===== src/common/pvft_pkg.sv =====
// Shared constants and carriers for the video source that feeds the parallel pixel port
package pvft_pkg;

  // Clocking: system clock rate and the divider that makes the pixel clock
  localparam int CLK_MHZ = 40;                     // System clock, 25 ns period
  localparam int PIX_DIV = 2;                      // System clocks per pixel clock
  localparam int PIX_KHZ = CLK_MHZ * 1000 / PIX_DIV; // Pixel clock, 20 MHz

  // Reset to the display controller, least low time
  localparam int RST_MIN_NS = 1250;                // 1.25 us
  localparam logic [15:0] RST_CYC = 16'((RST_MIN_NS * CLK_MHZ + 999) / 1000);

  // Pixel word
  localparam int DATA_W = 24;                      // Bits per pixel
  localparam int BUF_DEPTH = 2;                    // Entries in the data buffer

  // Horizontal limits, in pixel clocks
  localparam logic [15:0] HSW_MIN = 16'h0004;      // Line sync high, least
  localparam logic [15:0] HSW_MAX = 16'h0080;      // Line sync high, most
  localparam logic [15:0] HBP_MIN = 16'h0004;      // Line sync rise to valid rise
  localparam logic [15:0] HFP_MIN = 16'h0008;      // Valid fall to line sync rise

  // Horizontal geometry chosen for this source
  localparam int LINE_KHZ = 200;                   // Line rate in kHz
  localparam logic [15:0] ACTIVE_PIXELS_PER_LINE = 16'h0040;         // Active pixels per line
  localparam logic [15:0] H_TOTAL = 16'((PIX_KHZ + LINE_KHZ - 1) / LINE_KHZ);
  localparam logic [15:0] H_BLANK = 16'(H_TOTAL - ACTIVE_PIXELS_PER_LINE);
  localparam logic [15:0] HSW = 16'h0008;          // Line sync width used
  localparam logic [15:0] HBP = 16'h000C;          // Valid starts this far after sync rise
  localparam logic [15:0] HFP = 16'(H_BLANK - HBP);

  // Vertical geometry, in lines
  localparam logic [15:0] VSW = 16'h0001;          // Frame sync high, whole lines
  localparam logic [15:0] VBP_MIN = 16'h0002;      // Frame sync to first active line
  localparam logic [15:0] VFP_MIN = 16'h0001;      // Line after last active to frame sync
  localparam int SRC_LINES = 16;                   // source_active_lines
  localparam int ARRAY_LINES = 16;                 // array_used_lines
  localparam int LINE_RATIO = (SRC_LINES + ARRAY_LINES - 1) / ARRAY_LINES;
  localparam logic [15:0] TVB_MIN = 16'(6 + 8 * ((LINE_RATIO > 1) ? LINE_RATIO : 1));
  localparam logic [15:0] ACT_LINES = 16'(SRC_LINES);
  localparam logic [15:0] VBP = 16'h0003;          // Back porch used
  localparam logic [15:0] VFP = 16'(TVB_MIN - VBP);
  localparam logic [15:0] V_TOTAL = 16'(VBP + ACT_LINES + VFP);

  // Saturation value for measuring counters
  localparam logic [15:0] CNT_SAT = 16'hFFFF;

  // Pins toward the display controller
  typedef struct packed {
    logic              frameSync;                  // Vertical sync, high active
    logic              lineSync;                   // Line sync, high active
    logic              pixelValidIn;               // Pixel-valid strobe
    logic [DATA_W-1:0] data;                       // Pixel data
  } pvft_pins_t;

endpackage : pvft_pkg


===== src/hw/pvft_source.sv =====
`timescale 1ns/1ps
// How it works
// - Frame sync high for one whole line
// - First active line two lines after sync
// - One line gap before next frame sync
// - Vertical blanking at least six plus eight-scaled
// - Line sync high four to 128 clocks
// - Four clocks line sync rise to valid
// - Eight clocks valid fall to line sync
// - Line length from pixel clock and rate
// - Blanking must cover both horizontal porches
// - Hold controller reset low 1.25 us
module pvft_source (
  input  wire logic                         clk,
  input  wire logic                         nrst,
  input  wire logic [pvft_pkg::DATA_W-1:0]  pixData,
  input  wire logic                         pixValid,
  output      logic                         pixReady,
  output      logic                         pixClkOut,
  output      pvft_pkg::pvft_pins_t         videoOut,
  output      logic                         resetInN,
  output      logic                         underrun
);

  // Sequencer states
  typedef enum logic [1:0] {
    PVFT_HOLD = 2'b00,                            // Controller held in reset
    PVFT_RUN  = 2'b01                             // Frames being sent
  } pvft_state_t;

  pvft_state_t                state_ff;           // Sequencer state
  logic [15:0]                rstCnt_ff;          // Reset low time counter
  logic                       resetInN_ff;        // Reset to controller
  logic                       pixClk_ff;          // Divided pixel clock
  logic                       tick;               // Pixel clock about to fall
  logic [15:0]                hCnt_ff;            // Pixel position in line
  logic [15:0]                vCnt_ff;            // Line position in frame
  logic [15:0]                nxt_h;
  logic [15:0]                nxt_v;
  pvft_pkg::pvft_pins_t       video_ff;           // Registered pins
  pvft_pkg::pvft_pins_t       nxt_video;
  logic                       underrun_ff;        // Sticky buffer underrun
  logic [pvft_pkg::DATA_W-1:0] bufData;
  logic                       bufValid;
  logic                       bufPop;
  logic                       running;

  // Span decode, shared by every sync and strobe
  function automatic logic inSpan(input logic [15:0] pos, input logic [15:0] lo,
                                  input logic [15:0] len);
    inSpan = (pos >= lo) && (pos < 16'(lo + len));
  endfunction : inSpan

  // Data buffer; a stall by the link side pushes back on the pixel source
  pvft_buf #(
    .WIDTH (pvft_pkg::DATA_W),
    .DEPTH (pvft_pkg::BUF_DEPTH)
  ) u_buf (
    .clk      (clk),
    .nrst     (nrst),
    .inData   (pixData),
    .inValid  (pixValid),
    .inReady  (pixReady),
    .outData  (bufData),
    .outValid (bufValid),
    .outReady (bufPop)
  );

  assign running = (state_ff == PVFT_RUN);
  assign tick    = pixClk_ff;                      // Next edge drives pixel clock low

  // Reset sequencer: release only after the least low time
  always_ff @(posedge clk or negedge nrst) begin
    if (!nrst) begin
      state_ff    <= PVFT_HOLD;
      rstCnt_ff   <= 16'h0000;
      resetInN_ff <= 1'b0;
    end else begin
      case (state_ff)
        PVFT_HOLD: begin
          rstCnt_ff <= 16'(rstCnt_ff + 16'h0001);
          if (rstCnt_ff == 16'(pvft_pkg::RST_CYC - 16'h0001)) begin
            resetInN_ff <= 1'b1;
            state_ff    <= PVFT_RUN;
          end
        end
        PVFT_RUN: begin
          resetInN_ff <= 1'b1;                     // Stays released
        end
        default: begin
          state_ff    <= PVFT_HOLD;
          resetInN_ff <= 1'b0;
        end
      endcase
    end
  end

  // Pixel clock divider; runs free once nrst is high, so the controller sees a clock in both sequencer states
  always_ff @(posedge clk or negedge nrst) begin
    if (!nrst) begin
      pixClk_ff <= 1'b0;
    end else begin
      pixClk_ff <= ~pixClk_ff;
    end
  end

  // Next raster position, line length fixed by clock and line rate
  always_comb begin
    nxt_h = 16'(hCnt_ff + 16'h0001);
    nxt_v = vCnt_ff;
    if (hCnt_ff >= 16'(pvft_pkg::H_TOTAL - 16'h0001)) begin
      nxt_h = 16'h0000;
      nxt_v = (vCnt_ff >= 16'(pvft_pkg::V_TOTAL - 16'h0001)) ? 16'h0000
                                                                : 16'(vCnt_ff + 16'h0001);
    end
  end

  // Raster counters; parked on the last pixel so the first frame opens cleanly
  always_ff @(posedge clk or negedge nrst) begin
    if (!nrst) begin
      hCnt_ff <= 16'(pvft_pkg::H_TOTAL - 16'h0001);
      vCnt_ff <= 16'(pvft_pkg::V_TOTAL - 16'h0001);
    end else if (tick && running) begin
      hCnt_ff <= nxt_h;
      vCnt_ff <= nxt_v;
    end
  end

  // Pin values for the coming pixel period
  always_comb begin
    nxt_video              = '0;
    // Frame sync covers whole lines starting with line zero
    nxt_video.frameSync    = running && inSpan(nxt_v, 16'h0000, pvft_pkg::VSW);
    nxt_video.lineSync     = running && inSpan(nxt_h, 16'h0000, pvft_pkg::HSW);
    // Active window sits after back porch in both axes
    nxt_video.pixelValidIn = running
                             && inSpan(nxt_v, pvft_pkg::VBP, pvft_pkg::ACT_LINES)
                             && inSpan(nxt_h, pvft_pkg::HBP, pvft_pkg::ACTIVE_PIXELS_PER_LINE);
    nxt_video.data         = (nxt_video.pixelValidIn && bufValid) ? bufData : '0;
  end

  // One word leaves the buffer per valid pixel period
  assign bufPop = tick && nxt_video.pixelValidIn;

  // Pins change as pixel clock falls, giving half a period before the rising sample
  always_ff @(posedge clk or negedge nrst) begin
    if (!nrst) begin
      video_ff <= '0;
    end else if (tick) begin
      video_ff <= nxt_video;
    end
  end

  // Underrun: valid pixel sent with no buffered word; it stays until reset
  always_ff @(posedge clk or negedge nrst) begin
    if (!nrst) begin
      underrun_ff <= 1'b0;
    end else if (bufPop && !bufValid) begin
      underrun_ff <= 1'b1;
    end
  end

  assign pixClkOut = pixClk_ff;
  assign videoOut  = video_ff;
  assign resetInN  = resetInN_ff;
  assign underrun  = underrun_ff;

  // Measuring helpers, in system clocks or line counts, saturating
  logic [15:0] vsHigh_ff;                          // Clocks frame sync high
  logic [15:0] hsHigh_ff;                          // Clocks line sync high
  logic [15:0] sinceHsRise_ff;                     // Clocks since line sync rose
  logic [15:0] sinceValFall_ff;                    // Clocks since valid fell
  logic [15:0] hsSinceVs_ff;                       // Line syncs since frame sync rose
  logic [15:0] hsSinceVal_ff;                      // Line syncs since valid fell
  logic [15:0] rstLow_ff;                          // Clocks reset held low
  logic        vsPrev_ff;
  logic        hsPrev_ff;
  logic        valPrev_ff;

  function automatic logic [15:0] satInc(input logic [15:0] c);
    satInc = (c == pvft_pkg::CNT_SAT) ? c : 16'(c + 16'h0001);
  endfunction : satInc

  // Helper counters watch only the driven pins
  always_ff @(posedge clk or negedge nrst) begin
    if (!nrst) begin
      vsHigh_ff       <= 16'h0000;
      hsHigh_ff       <= 16'h0000;
      sinceHsRise_ff  <= pvft_pkg::CNT_SAT;
      sinceValFall_ff <= pvft_pkg::CNT_SAT;
      hsSinceVs_ff    <= 16'h0000;
      hsSinceVal_ff   <= pvft_pkg::CNT_SAT;
      rstLow_ff       <= 16'h0000;
      vsPrev_ff       <= 1'b0;
      hsPrev_ff       <= 1'b0;
      valPrev_ff      <= 1'b0;
    end else begin
      vsPrev_ff       <= video_ff.frameSync;
      hsPrev_ff       <= video_ff.lineSync;
      valPrev_ff      <= video_ff.pixelValidIn;
      vsHigh_ff       <= video_ff.frameSync ? satInc(vsHigh_ff) : 16'h0000;
      hsHigh_ff       <= video_ff.lineSync ? satInc(hsHigh_ff) : 16'h0000;
      sinceHsRise_ff  <= (video_ff.lineSync && !hsPrev_ff) ? 16'h0001 : satInc(sinceHsRise_ff);
      sinceValFall_ff <= (!video_ff.pixelValidIn && valPrev_ff) ? 16'h0001
                                                                : satInc(sinceValFall_ff);
      rstLow_ff       <= resetInN_ff ? 16'h0000 : satInc(rstLow_ff);
      if (video_ff.frameSync && !vsPrev_ff) begin
        hsSinceVs_ff <= 16'h0000;
      end else if (video_ff.lineSync && !hsPrev_ff) begin
        hsSinceVs_ff <= satInc(hsSinceVs_ff);
      end
      if (!video_ff.pixelValidIn && valPrev_ff) begin
        hsSinceVal_ff <= 16'h0000;
      end else if (video_ff.lineSync && !hsPrev_ff) begin
        hsSinceVal_ff <= satInc(hsSinceVal_ff);
      end
    end
  end
endmodule : pvft_source


===== src/hw/pvft_buf.sv =====
`timescale 1ns/1ps
// Two-entry style skid buffer, width and depth shape the storage
module pvft_buf #(
  parameter int WIDTH = 24,
  parameter int DEPTH = 2
) (
  input  wire logic             clk,
  input  wire logic             nrst,
  input  wire logic [WIDTH-1:0] inData,
  input  wire logic             inValid,
  output      logic             inReady,
  output      logic [WIDTH-1:0] outData,
  output      logic             outValid,
  input  wire logic             outReady
);

  localparam int PW = (DEPTH > 1) ? $clog2(DEPTH) : 1;
  localparam int CW = $clog2(DEPTH + 1);

  logic [WIDTH-1:0] mem_ff [DEPTH];              // Storage
  logic [PW-1:0]    wrPtr_ff;                    // Next slot to write
  logic [PW-1:0]    rdPtr_ff;                    // Oldest slot
  logic [CW-1:0]    count_ff;                    // Words held
  logic [CW-1:0]    nxt_count;
  logic             ready_ff;                    // Registered not-full, drives the ready pin
  logic             empty_ff;                    // Registered empty
  logic             push;
  logic             pop;

  // Handshakes only fire on honest flags
  assign push     = inValid & ready_ff;
  assign pop      = outReady & ~empty_ff;
  assign inReady  = ready_ff;                    // Straight from a flop, no inverter on the pin
  assign outValid = ~empty_ff;
  assign outData  = mem_ff[rdPtr_ff];

  // Pointer step wraps at depth, which need not be a power of two
  function automatic logic [PW-1:0] stepPtr(input logic [PW-1:0] p);
    stepPtr = (p == PW'(DEPTH - 1)) ? '0 : PW'(p + 1'b1);
  endfunction : stepPtr

  // Count next value
  always_comb begin
    nxt_count = count_ff;
    if (push && !pop) begin
      nxt_count = CW'(count_ff + 1'b1);
    end else if (pop && !push) begin
      nxt_count = CW'(count_ff - 1'b1);
    end
  end

  // Storage write, no reset needed on data
  always_ff @(posedge clk) begin
    if (push) begin
      mem_ff[wrPtr_ff] <= inData;
    end
  end

  // Pointers and flags
  always_ff @(posedge clk or negedge nrst) begin
    if (!nrst) begin
      wrPtr_ff <= '0;
      rdPtr_ff <= '0;
      count_ff <= '0;
      ready_ff <= 1'b1;
      empty_ff <= 1'b1;
    end else begin
      if (push) begin
        wrPtr_ff <= stepPtr(wrPtr_ff);
      end
      if (pop) begin
        rdPtr_ff <= stepPtr(rdPtr_ff);
      end
      count_ff <= nxt_count;
      ready_ff <= (nxt_count != CW'(DEPTH));
      empty_ff <= (nxt_count == '0);
    end
  end

endmodule : pvft_buf


===== config.mk =====
export PLATFORM = sky130hd
export DESIGN_NAME = pvft_source
export DESIGN_NICKNAME = d
export VERILOG_FILES = /design/src/common/pvft_pkg.sv /design/src/hw/pvft_source.sv /design/src/hw/pvft_buf.sv
export SDC_FILE = /design/constraint.sdc
export NUM_CORES = 1
export LEC_CHECK = 0
export BUFFER_PORTS_ARGS = -buffer_cell sky130_fd_sc_hd__buf_2
export CORE_UTILIZATION = 51
export CTS_BUF_LIST = sky130_fd_sc_hd__clkbuf_8
export CTS_CLUSTER_SIZE = 25
export DETAILED_ROUTE_END_ITERATION = 8
export PLACE_DENSITY = 0.79
export SYNTH_ARGS = -nofsm -noshare
export SYNTH_HDL_FRONTEND = slang
export SYNTH_SLANG_ARGS = --single-unit

===== constraint.sdc =====
create_clock -name clk -period 3.6 [get_ports clk]
set_clock_uncertainty 0.15 [all_clocks]
set_input_delay 0 -clock clk [delete_from_list [all_inputs] [get_ports clk]]
set_output_delay 0 -clock clk [all_outputs]
set_load 0.02 [all_outputs]

### Yosys cells after proc, flatten, opt, wreduce, memory -nomap -nowiden

Memory sizes are Yosys's and may differ from the RTL's.
Cells that the tools add are included.

* memory bits (writable): 48
* output and inout bits: 31
* word-level logic and storage cells: 76
* memories: 1
* input port bits: 27
* flip-flop bits (word level): 86

Memories
* u_buf.mem_ff: depth 2, bits a word 24, rd ports 1, clocked after memory_dff 0, wr ports 1, line pvft_buf.sv:20 `logic [WIDTH-1:0] mem_ff [DEPTH];`

* muxes and demuxes: 14
* equal/unequal tests: 4
* reduce and logical (&&, ||, !) cells: 19
* bitwise operators: 5
* add/subtract/negate cells: 7
* magnitude comparators: 10

Operators by type and width (number)
* $add A16 B1 Y16 const B: 3
* $mux W16: 3
* $ge A16 B1 Y1 const B: 2
* $mux W24: 1
* $eq A16 B6 Y1 const B: 1
* $ge A16 B2 Y1 const B: 1
* $ge A16 B4 Y1 const B: 1
* $ge A16 B5 Y1 const B: 1
* $ge A16 B7 Y1 const B: 1
* $lt A16 B1 Y1 const B: 1
* $lt A16 B4 Y1 const B: 1
* $lt A16 B5 Y1 const B: 1
* $lt A16 B7 Y1 const B: 1
* $logic_and A1 B1 Y1: 14
* $mux W2: 3
* $mux W1: 5
* $logic_not A2 Y1: 2
* $ne A2 B2 Y1 const B: 2
* $pmux W2 S2: 1
* $not A1 Y1: 3
* $add A1 B1 Y1 const B: 2
* $add A2 B1 Y2 const B: 1
* $and A1 B1 Y1: 2
* $eq A2 B1 Y1 const B: 1
* other kinds (4): 5

### Depth between registers and ports, before layout

* word-level depth: 13
* gate-level depth with buffers: 9
* gate-level depth less buffers: 9

### Hierarchy

A second synthesis with hierarchy kept.

* cell total of the unflattened synthesis: 496
* area total of the unflattened synthesis: 5970.7 um^2

By module, submodules not included
* pvft_source: instances 1, sequential area each 1986.9 um^2, area an instance 3887.5 um^2, cells each 386
* pvft_buf: instances 1, sequential area each 1594.0 um^2, area an instance 2083.2 um^2, cells each 110

### Worst setup path before layout

No wires, ideal clock.

* path type: register to register
* start point: reg vCnt_ff[0]
* end point: reg u_buf.empty_ff
* arrival: 2426 ps
* setup time: 82 ps
* path buffers: 0
* period minus slack after synthesis: 2658 ps
* cell stages (with the launch flop): 10
* data required time: 3368 ps
* setup slack: 942 ps
* cell sequence: dfstp_2 > inv_1 > ha_1 > nor2b_1 > o2111ai_2 > o32ai_1 > o211a_1 > o2111a_2 > and3_2 > a211o_1

* cells in the longest elaborated chain, start to end: 13
* elaborated cells between the ends (all ways): 17
* classes of those cells: 1 x add/sub; 3 x order compare; 4 x mux; 1 x bitwise; 8 x reduce/logical

Ends and longest elaborated chain
* start: declaration: line pvft_source.sv:37 `logic [15:0] vCnt_ff;`
* start signal: assignment: line pvft_source.sv:122 `vCnt_ff <= 16'(pvft_pkg::V_TOTAL - 16'h0001);`
* start signal: assignment: line pvft_source.sv:125 `vCnt_ff <= nxt_v;`
* $add A16 B1 Y16 or $ge A16 B5 Y1 (tied branches): line pvft_source.sv:114, pvft_source.sv:113
* $mux W16: line pvft_source.sv:113 `nxt_v = (vCnt_ff >= 16'(pvft_pkg::V_TOTAL - 16'h0001)) ? 16'h0000`
* $mux W16 *: line pvft_source.sv:111 `if (hCnt_ff >= 16'(pvft_pkg::H_TOTAL - 16'h0001)) begin`
* $ge A16 B2 Y1 or $lt A16 B5 Y1 (tied branches): line pvft_source.sv:51 `inSpan = (pos >= lo) && (pos < 16'(lo + len));`
* $logic_and A1 B1 Y1 *: line pvft_source.sv:51
* $logic_and A1 B1 Y1 *: line pvft_source.sv:137 `&& inSpan(nxt_v, pvft_pkg::VBP, pvft_pkg::ACT_LINES)`
* $logic_and A1 B1 Y1 *: line pvft_source.sv:138 `&& inSpan(nxt_h, pvft_pkg::HBP, pvft_pkg::ACTIVE_PIXELS_PER_LINE);`
* $logic_and A1 B1 Y1 *: line pvft_source.sv:143 `assign bufPop = tick && nxt_video.pixelValidIn;`
* $and A1 B1 Y1 *: line pvft_buf.sv:32 `assign pop = outReady & ~empty_ff;`
* $logic_and A1 B1 Y1 or $logic_not A1 Y1 (tied branches): line pvft_buf.sv:47, pvft_buf.sv:45
* $mux W2 or $logic_and A1 B1 Y1 (tied branches): line pvft_buf.sv:47, pvft_buf.sv:45
* $mux W2 *: line pvft_buf.sv:45 `if (push && !pop) begin`
* $logic_not A2 Y1 *: line pvft_buf.sv:76 `empty_ff <= (nxt_count == '0);`
* end signal: assignment: line pvft_buf.sv:76
* end: declaration: line pvft_buf.sv:26 `logic empty_ff;`

Every way passes the cells marked *; elsewhere a longest branch is shown, timed or not.
A chain may end at the register's enable or synchronous reset.

### Worst setup path in the final report

* start point: reg hCnt_ff[0]
* end point: reg vCnt_ff[12]

* cells in the longest elaborated chain, start to end: 2

Ends and longest elaborated chain
* start: declaration: line pvft_source.sv:36 `logic [15:0] hCnt_ff;`
* start signal: assignment: line pvft_source.sv:121 `hCnt_ff <= 16'(pvft_pkg::H_TOTAL - 16'h0001);`
* start signal: assignment: line pvft_source.sv:124 `hCnt_ff <= nxt_h;`
* $ge A16 B7 Y1: line pvft_source.sv:111
* $mux W16: line pvft_source.sv:111

No other way between the ends.

==> results.sh <==
export IMPL_result_of_the_run="completed"
export IMPL_post_synth_num_cell_types=63
export IMPL_r2r_end="vCnt_ff[12]$_DFFE_PN0P_"
export IMPL_min_to="u_buf.mem_ff[1][16]$_DFFE_PP_"
export IMPL_cellInternalPower_uw=2100
export IMPL_synth_warnings=0
export IMPL_holdCritStartpoint="pixData[16]"
export IMPL_htreeDepth=4
export IMPL_synth_enable_flop_cells=48
export IMPL_cts_tree="yes"
export IMPL_multi_input_comb_area_um2=1970
export IMPL_vias=3826
export IMPL_post_route_cell_area_um2=6720
export IMPL_combinationalPowerShare_pct=2.1
export IMPL_clock_root_buffer="sky130_fd_sc_hd__clkbuf_8"
export IMPL_required_ps=3800
export IMPL_hold_slack_ps=124
export IMPL_pin_count_of_the_biggest_net_entering_global_routing=86
export IMPL_synth_xor_area_share_pct=3.69
export IMPL_buffer_ports_inserted=57
export IMPL_rrSetupSlack_ps=570
export IMPL_final_seq_area_um2=3580
export IMPL_avgRoutedWirePerCell_um=16.4
export IMPL_cts_repair_timing_setup_buffer_count=0
export IMPL_total_cts_buffers=17
export IMPL_clkTransAtPathRegs_ps=90
export IMPL_count_of_antenna_violating_nets_left_after_detailed_routing=0
export IMPL_power_frac_seq_pct=56.3
export IMPL_grt_overflow=0
export IMPL_utilization_pct=62.0
export IMPL_wl_mm=11.3
export IMPL_place_detailed_instances=630
export IMPL_final_hold_violation_count=0
export IMPL_detailed_place_area_um2=6090
export IMPL_max_vdd_ir_drop_uv=404
export IMPL_globalplace_congestion=0.893
export IMPL_worst_slew_margin_rel_pct=29.3
export IMPL_post_synth_inst_count=443
export IMPL_first_global_vias=3918
export IMPL_layout_drive_gt1_share_pct=22.6
export IMPL_hold_class="primary input to flip-flop"
export IMPL_place_detailed_hpwl_mm=6.93
export IMPL_maxClockFrequency_mhz=330
export IMPL_synth_nets=476
export IMPL_final_nets=568
export IMPL_synth_top_family_by_area="simple AND/OR/NAND/NOR gates"
export IMPL_setup_crit_end_kind="flip-flop"
export IMPL_post_synthesis_mean_instance_area_um2=12.8
export IMPL_worstRegToRegCells=8
export IMPL_finalSetupViolations=0
export IMPL_worst_ep_arrival_time_ps=3230
export IMPL_ys_ff_latch=133
export IMPL_track_usage_pct=21.6
export IMPL_vias_per_cell=5.56
export IMPL_power_net_switching_uw=685
export IMPL_period_minus_slack_ps=3030
export IMPL_die_w_um=107
export IMPL_insertion_delay_ps=440
export IMPL_fillerInstances=811
export IMPL_detailedRoute_firstIterationViolations=247
export IMPL_fin_max_slew_vios=0
export IMPL_grt_antenna_before_repair=0
export IMPL_synthFlopType="sky130_fd_sc_hd__dfrtp_1"
export IMPL_mux_share_of_post_synthesis_cell_area_pct=4.62
export IMPL_rsz0062_at_grt="false"
export IMPL_ctsLongestPathBuffers=2
export IMPL_post_route_drc_count=0
export IMPL_worstReg2RegStart="hCnt_ff[0]$_DFFE_PN1P_"
export IMPL_dieArea_um2=11500
export IMPL_synth_seq_area_share_pct=63.3
export IMPL_clkSinkCount=133
export IMPL_io_pin_count=58
export IMPL_startpoint_type="flip-flop"
export IMPL_hold_path_cell_count=2
export IMPL_fp_dieH_um=107
export IMPL_count_of_antenna_diodes_in_the_layout=0
export IMPL_leakage_uw=0.00280
export IMPL_finalNonFillerCells=688
export IMPL_finalCritPeriodShare_pct=84.1
export IMPL_critical_path_class="flip-flop to flip-flop"
export IMPL_rows=38
export IMPL_finalSetupTns_ps=0
export IMPL_netlist_area_um2=5660
export IMPL_worst_slew_pin_slew_ps=1060
export IMPL_critical_path_peak_fanout=14
export IMPL_switching_power_as_a_share_of_total_power_pct=24.6
export IMPL_ys_async_sr_fraction_pct=63.9
export IMPL_maxCapViolCount=0
export IMPL_power_density_nw_per_um2=415
export IMPL_floorplan_initialDensity_pct=52.2
export IMPL_post_synth_simple_gate_area_pct=12.9
export IMPL_wire_length_of_the_first_global_routing_pass_mm=18.8
export IMPL_area_delta_synth_final_pct=18.7
export IMPL_clock_power_share_pct=41.6
export IMPL_coreArea_um2=10800
export IMPL_drt_first_pass_iters=5
export IMPL_synth_compound_gate_area_share_pct=12.2
export IMPL_synthAdderAreaFrac_pct=1.33
==> worst max path at each step <==
| stage | startpoint | to | slack (ps) | depth (start not counted) |
|---|---|---|---|---|
| 4_1_cts | hCnt_ff[0]$_DFFE_PN1P_ | u_buf.inReady$_DFF_PN1_ | 590 | 8 |
| 2_1_floorplan | vCnt_ff[0]$_DFFE_PN1P_ | u_buf.empty_ff$_DFF_PN1_ | 940 | 9 |
| 3_3_place_gp | hCnt_ff[0]$_DFFE_PN1P_ | u_buf.inReady$_DFF_PN1_ | 690 | 8 |
| 3_5_place_dp | hCnt_ff[0]$_DFFE_PN1P_ | u_buf.inReady$_DFF_PN1_ | 600 | 8 |
| 5_1_grt | vCnt_ff[0]$_DFFE_PN1P_ | videoOut[18]$_DFFE_PN0P_ | 370 | 9 |
| 6_report | hCnt_ff[0]$_DFFE_PN1P_ | vCnt_ff[12]$_DFFE_PN0P_ | 570 | 8 |
==> power by group through the flow <==
| stage | Clock, µW | Combinational (µW) | Sequential, µW |
|---|---|---|---|
| final | 1160 | 58.2 | 1570 |
| after global placement | 0 | 34.8 | 1600 |
| after floorplan | 0 | 0.00516 | 1600 |
| after CTS | 1180 | 57.9 | 1570 |
| after global routing | 1250 | 65.3 | 1570 |
| after detailed placement | 0 | 36.0 | 1600 |
==> through the flow <==
step,power [µW],setup slack (ps)
after CTS,2800,588
after global routing,2880,368
after global placement,1630,694
after detailed placement,1640,601
final,2790,571
after floorplan,1600,942
==> cell usage after synthesis (all sizes together) (4+ instances only) <==
library cell	number	area [µm²]
nor3	6	30.0
xnor2	18	165
dfrtp	75	1880
nor2	34	128
nand3	10	50.1
ha	6	75.1
xor2	5	43.8
a21oi	6	30.0
nand2	38	143
o21ai	20	100
and2	12	75.1
clkbuf	10	40.0
and3	14	92.6
edfxtp	48	1440
nor4	6	65.1
dfstp	10	263
nand4	4	25.0
a31oi	7	43.8
o2bb2ai	26	228
inv	13	48.8
buf	4	25.0
mux2i	25	250
==> layout by cell type (no fill, tap or decap), types with 20 or more instances in the layout <==
master                          count
sky130_fd_sc_hd__buf_2             56
sky130_fd_sc_hd__dfrtp_1           75
sky130_fd_sc_hd__dlygate4sd3_1     26
sky130_fd_sc_hd__edfxtp_1          48
sky130_fd_sc_hd__mux2i_1           25
sky130_fd_sc_hd__nand2_1           38
sky130_fd_sc_hd__nor2_1            33
sky130_fd_sc_hd__o21ai_0           20
sky130_fd_sc_hd__o2bb2ai_1         26
==> flip-flops by register name, summed over array words and instances (netlist names) <==
register,cells
underrun,1
u_buf.mem_ff,48
u_buf.count_ff,2
pixClkOut,1
state_ff,1
u_buf.rdPtr_ff,1
videoOut,27
vCnt_ff,16
u_buf.empty_ff,1
u_buf.inReady,1
rstCnt_ff,16
hCnt_ff,16
resetInN,1
u_buf.wrPtr_ff,1
==> worst max-delay path: stages, from the launching register on <==
cell and delay [ps]:
sky130_fd_sc_hd__dfstp_2 580, sky130_fd_sc_hd__ha_1 360, sky130_fd_sc_hd__nor4_4 60, sky130_fd_sc_hd__o211ai_2 280
sky130_fd_sc_hd__or2_2 330, sky130_fd_sc_hd__nand2_1 200, sky130_fd_sc_hd__or3_1 460, sky130_fd_sc_hd__or2_2 330
sky130_fd_sc_hd__a21oi_1 180
==> area by class of cell <==
type                            count  share of cell area (%)
Clock buffer                       17                    3.48
Sequential cell                   133                    53.3
Timing Repair Buffer               87                    8.60
Tap cell                          140                    2.61
Multi-Input combinational cell    283                    29.3
Inverter                           13                   0.726
Clock inverter                     15                    2.03
==> repair_timing <==
item / in CTS / in global routing
hold endpoints to repair: 124 / 0
hold buffers: 26 / 0
resized for setup: 0 / 0
==> cell families (layout without fill, tap and decap cells) <==
family | Yosys count | in the layout
AO/OA/AOI/OAI | 87 | 87
multiplexers | 26 | 26
adder cells (fa/ha/maj) | 6 | 6
flip-flops | 133 | 133
XOR/XNOR | 23 | 23
AND/OR/NAND/NOR | 141 | 141
buffers and inverters | 27 | 132
==> metal layers <==
layer / track usage (%) / share of wire (%) / vias up
met3: 7.14 / 4.5 / 11
met1: 27.5 / 44 / 1899
met2: 35.3 / 50 / 108
met5: 0 / 0 / -
met4: 6.26 / 0.79 / 0
li1: - / - / 1808
(Power assumes the default switching activity.)
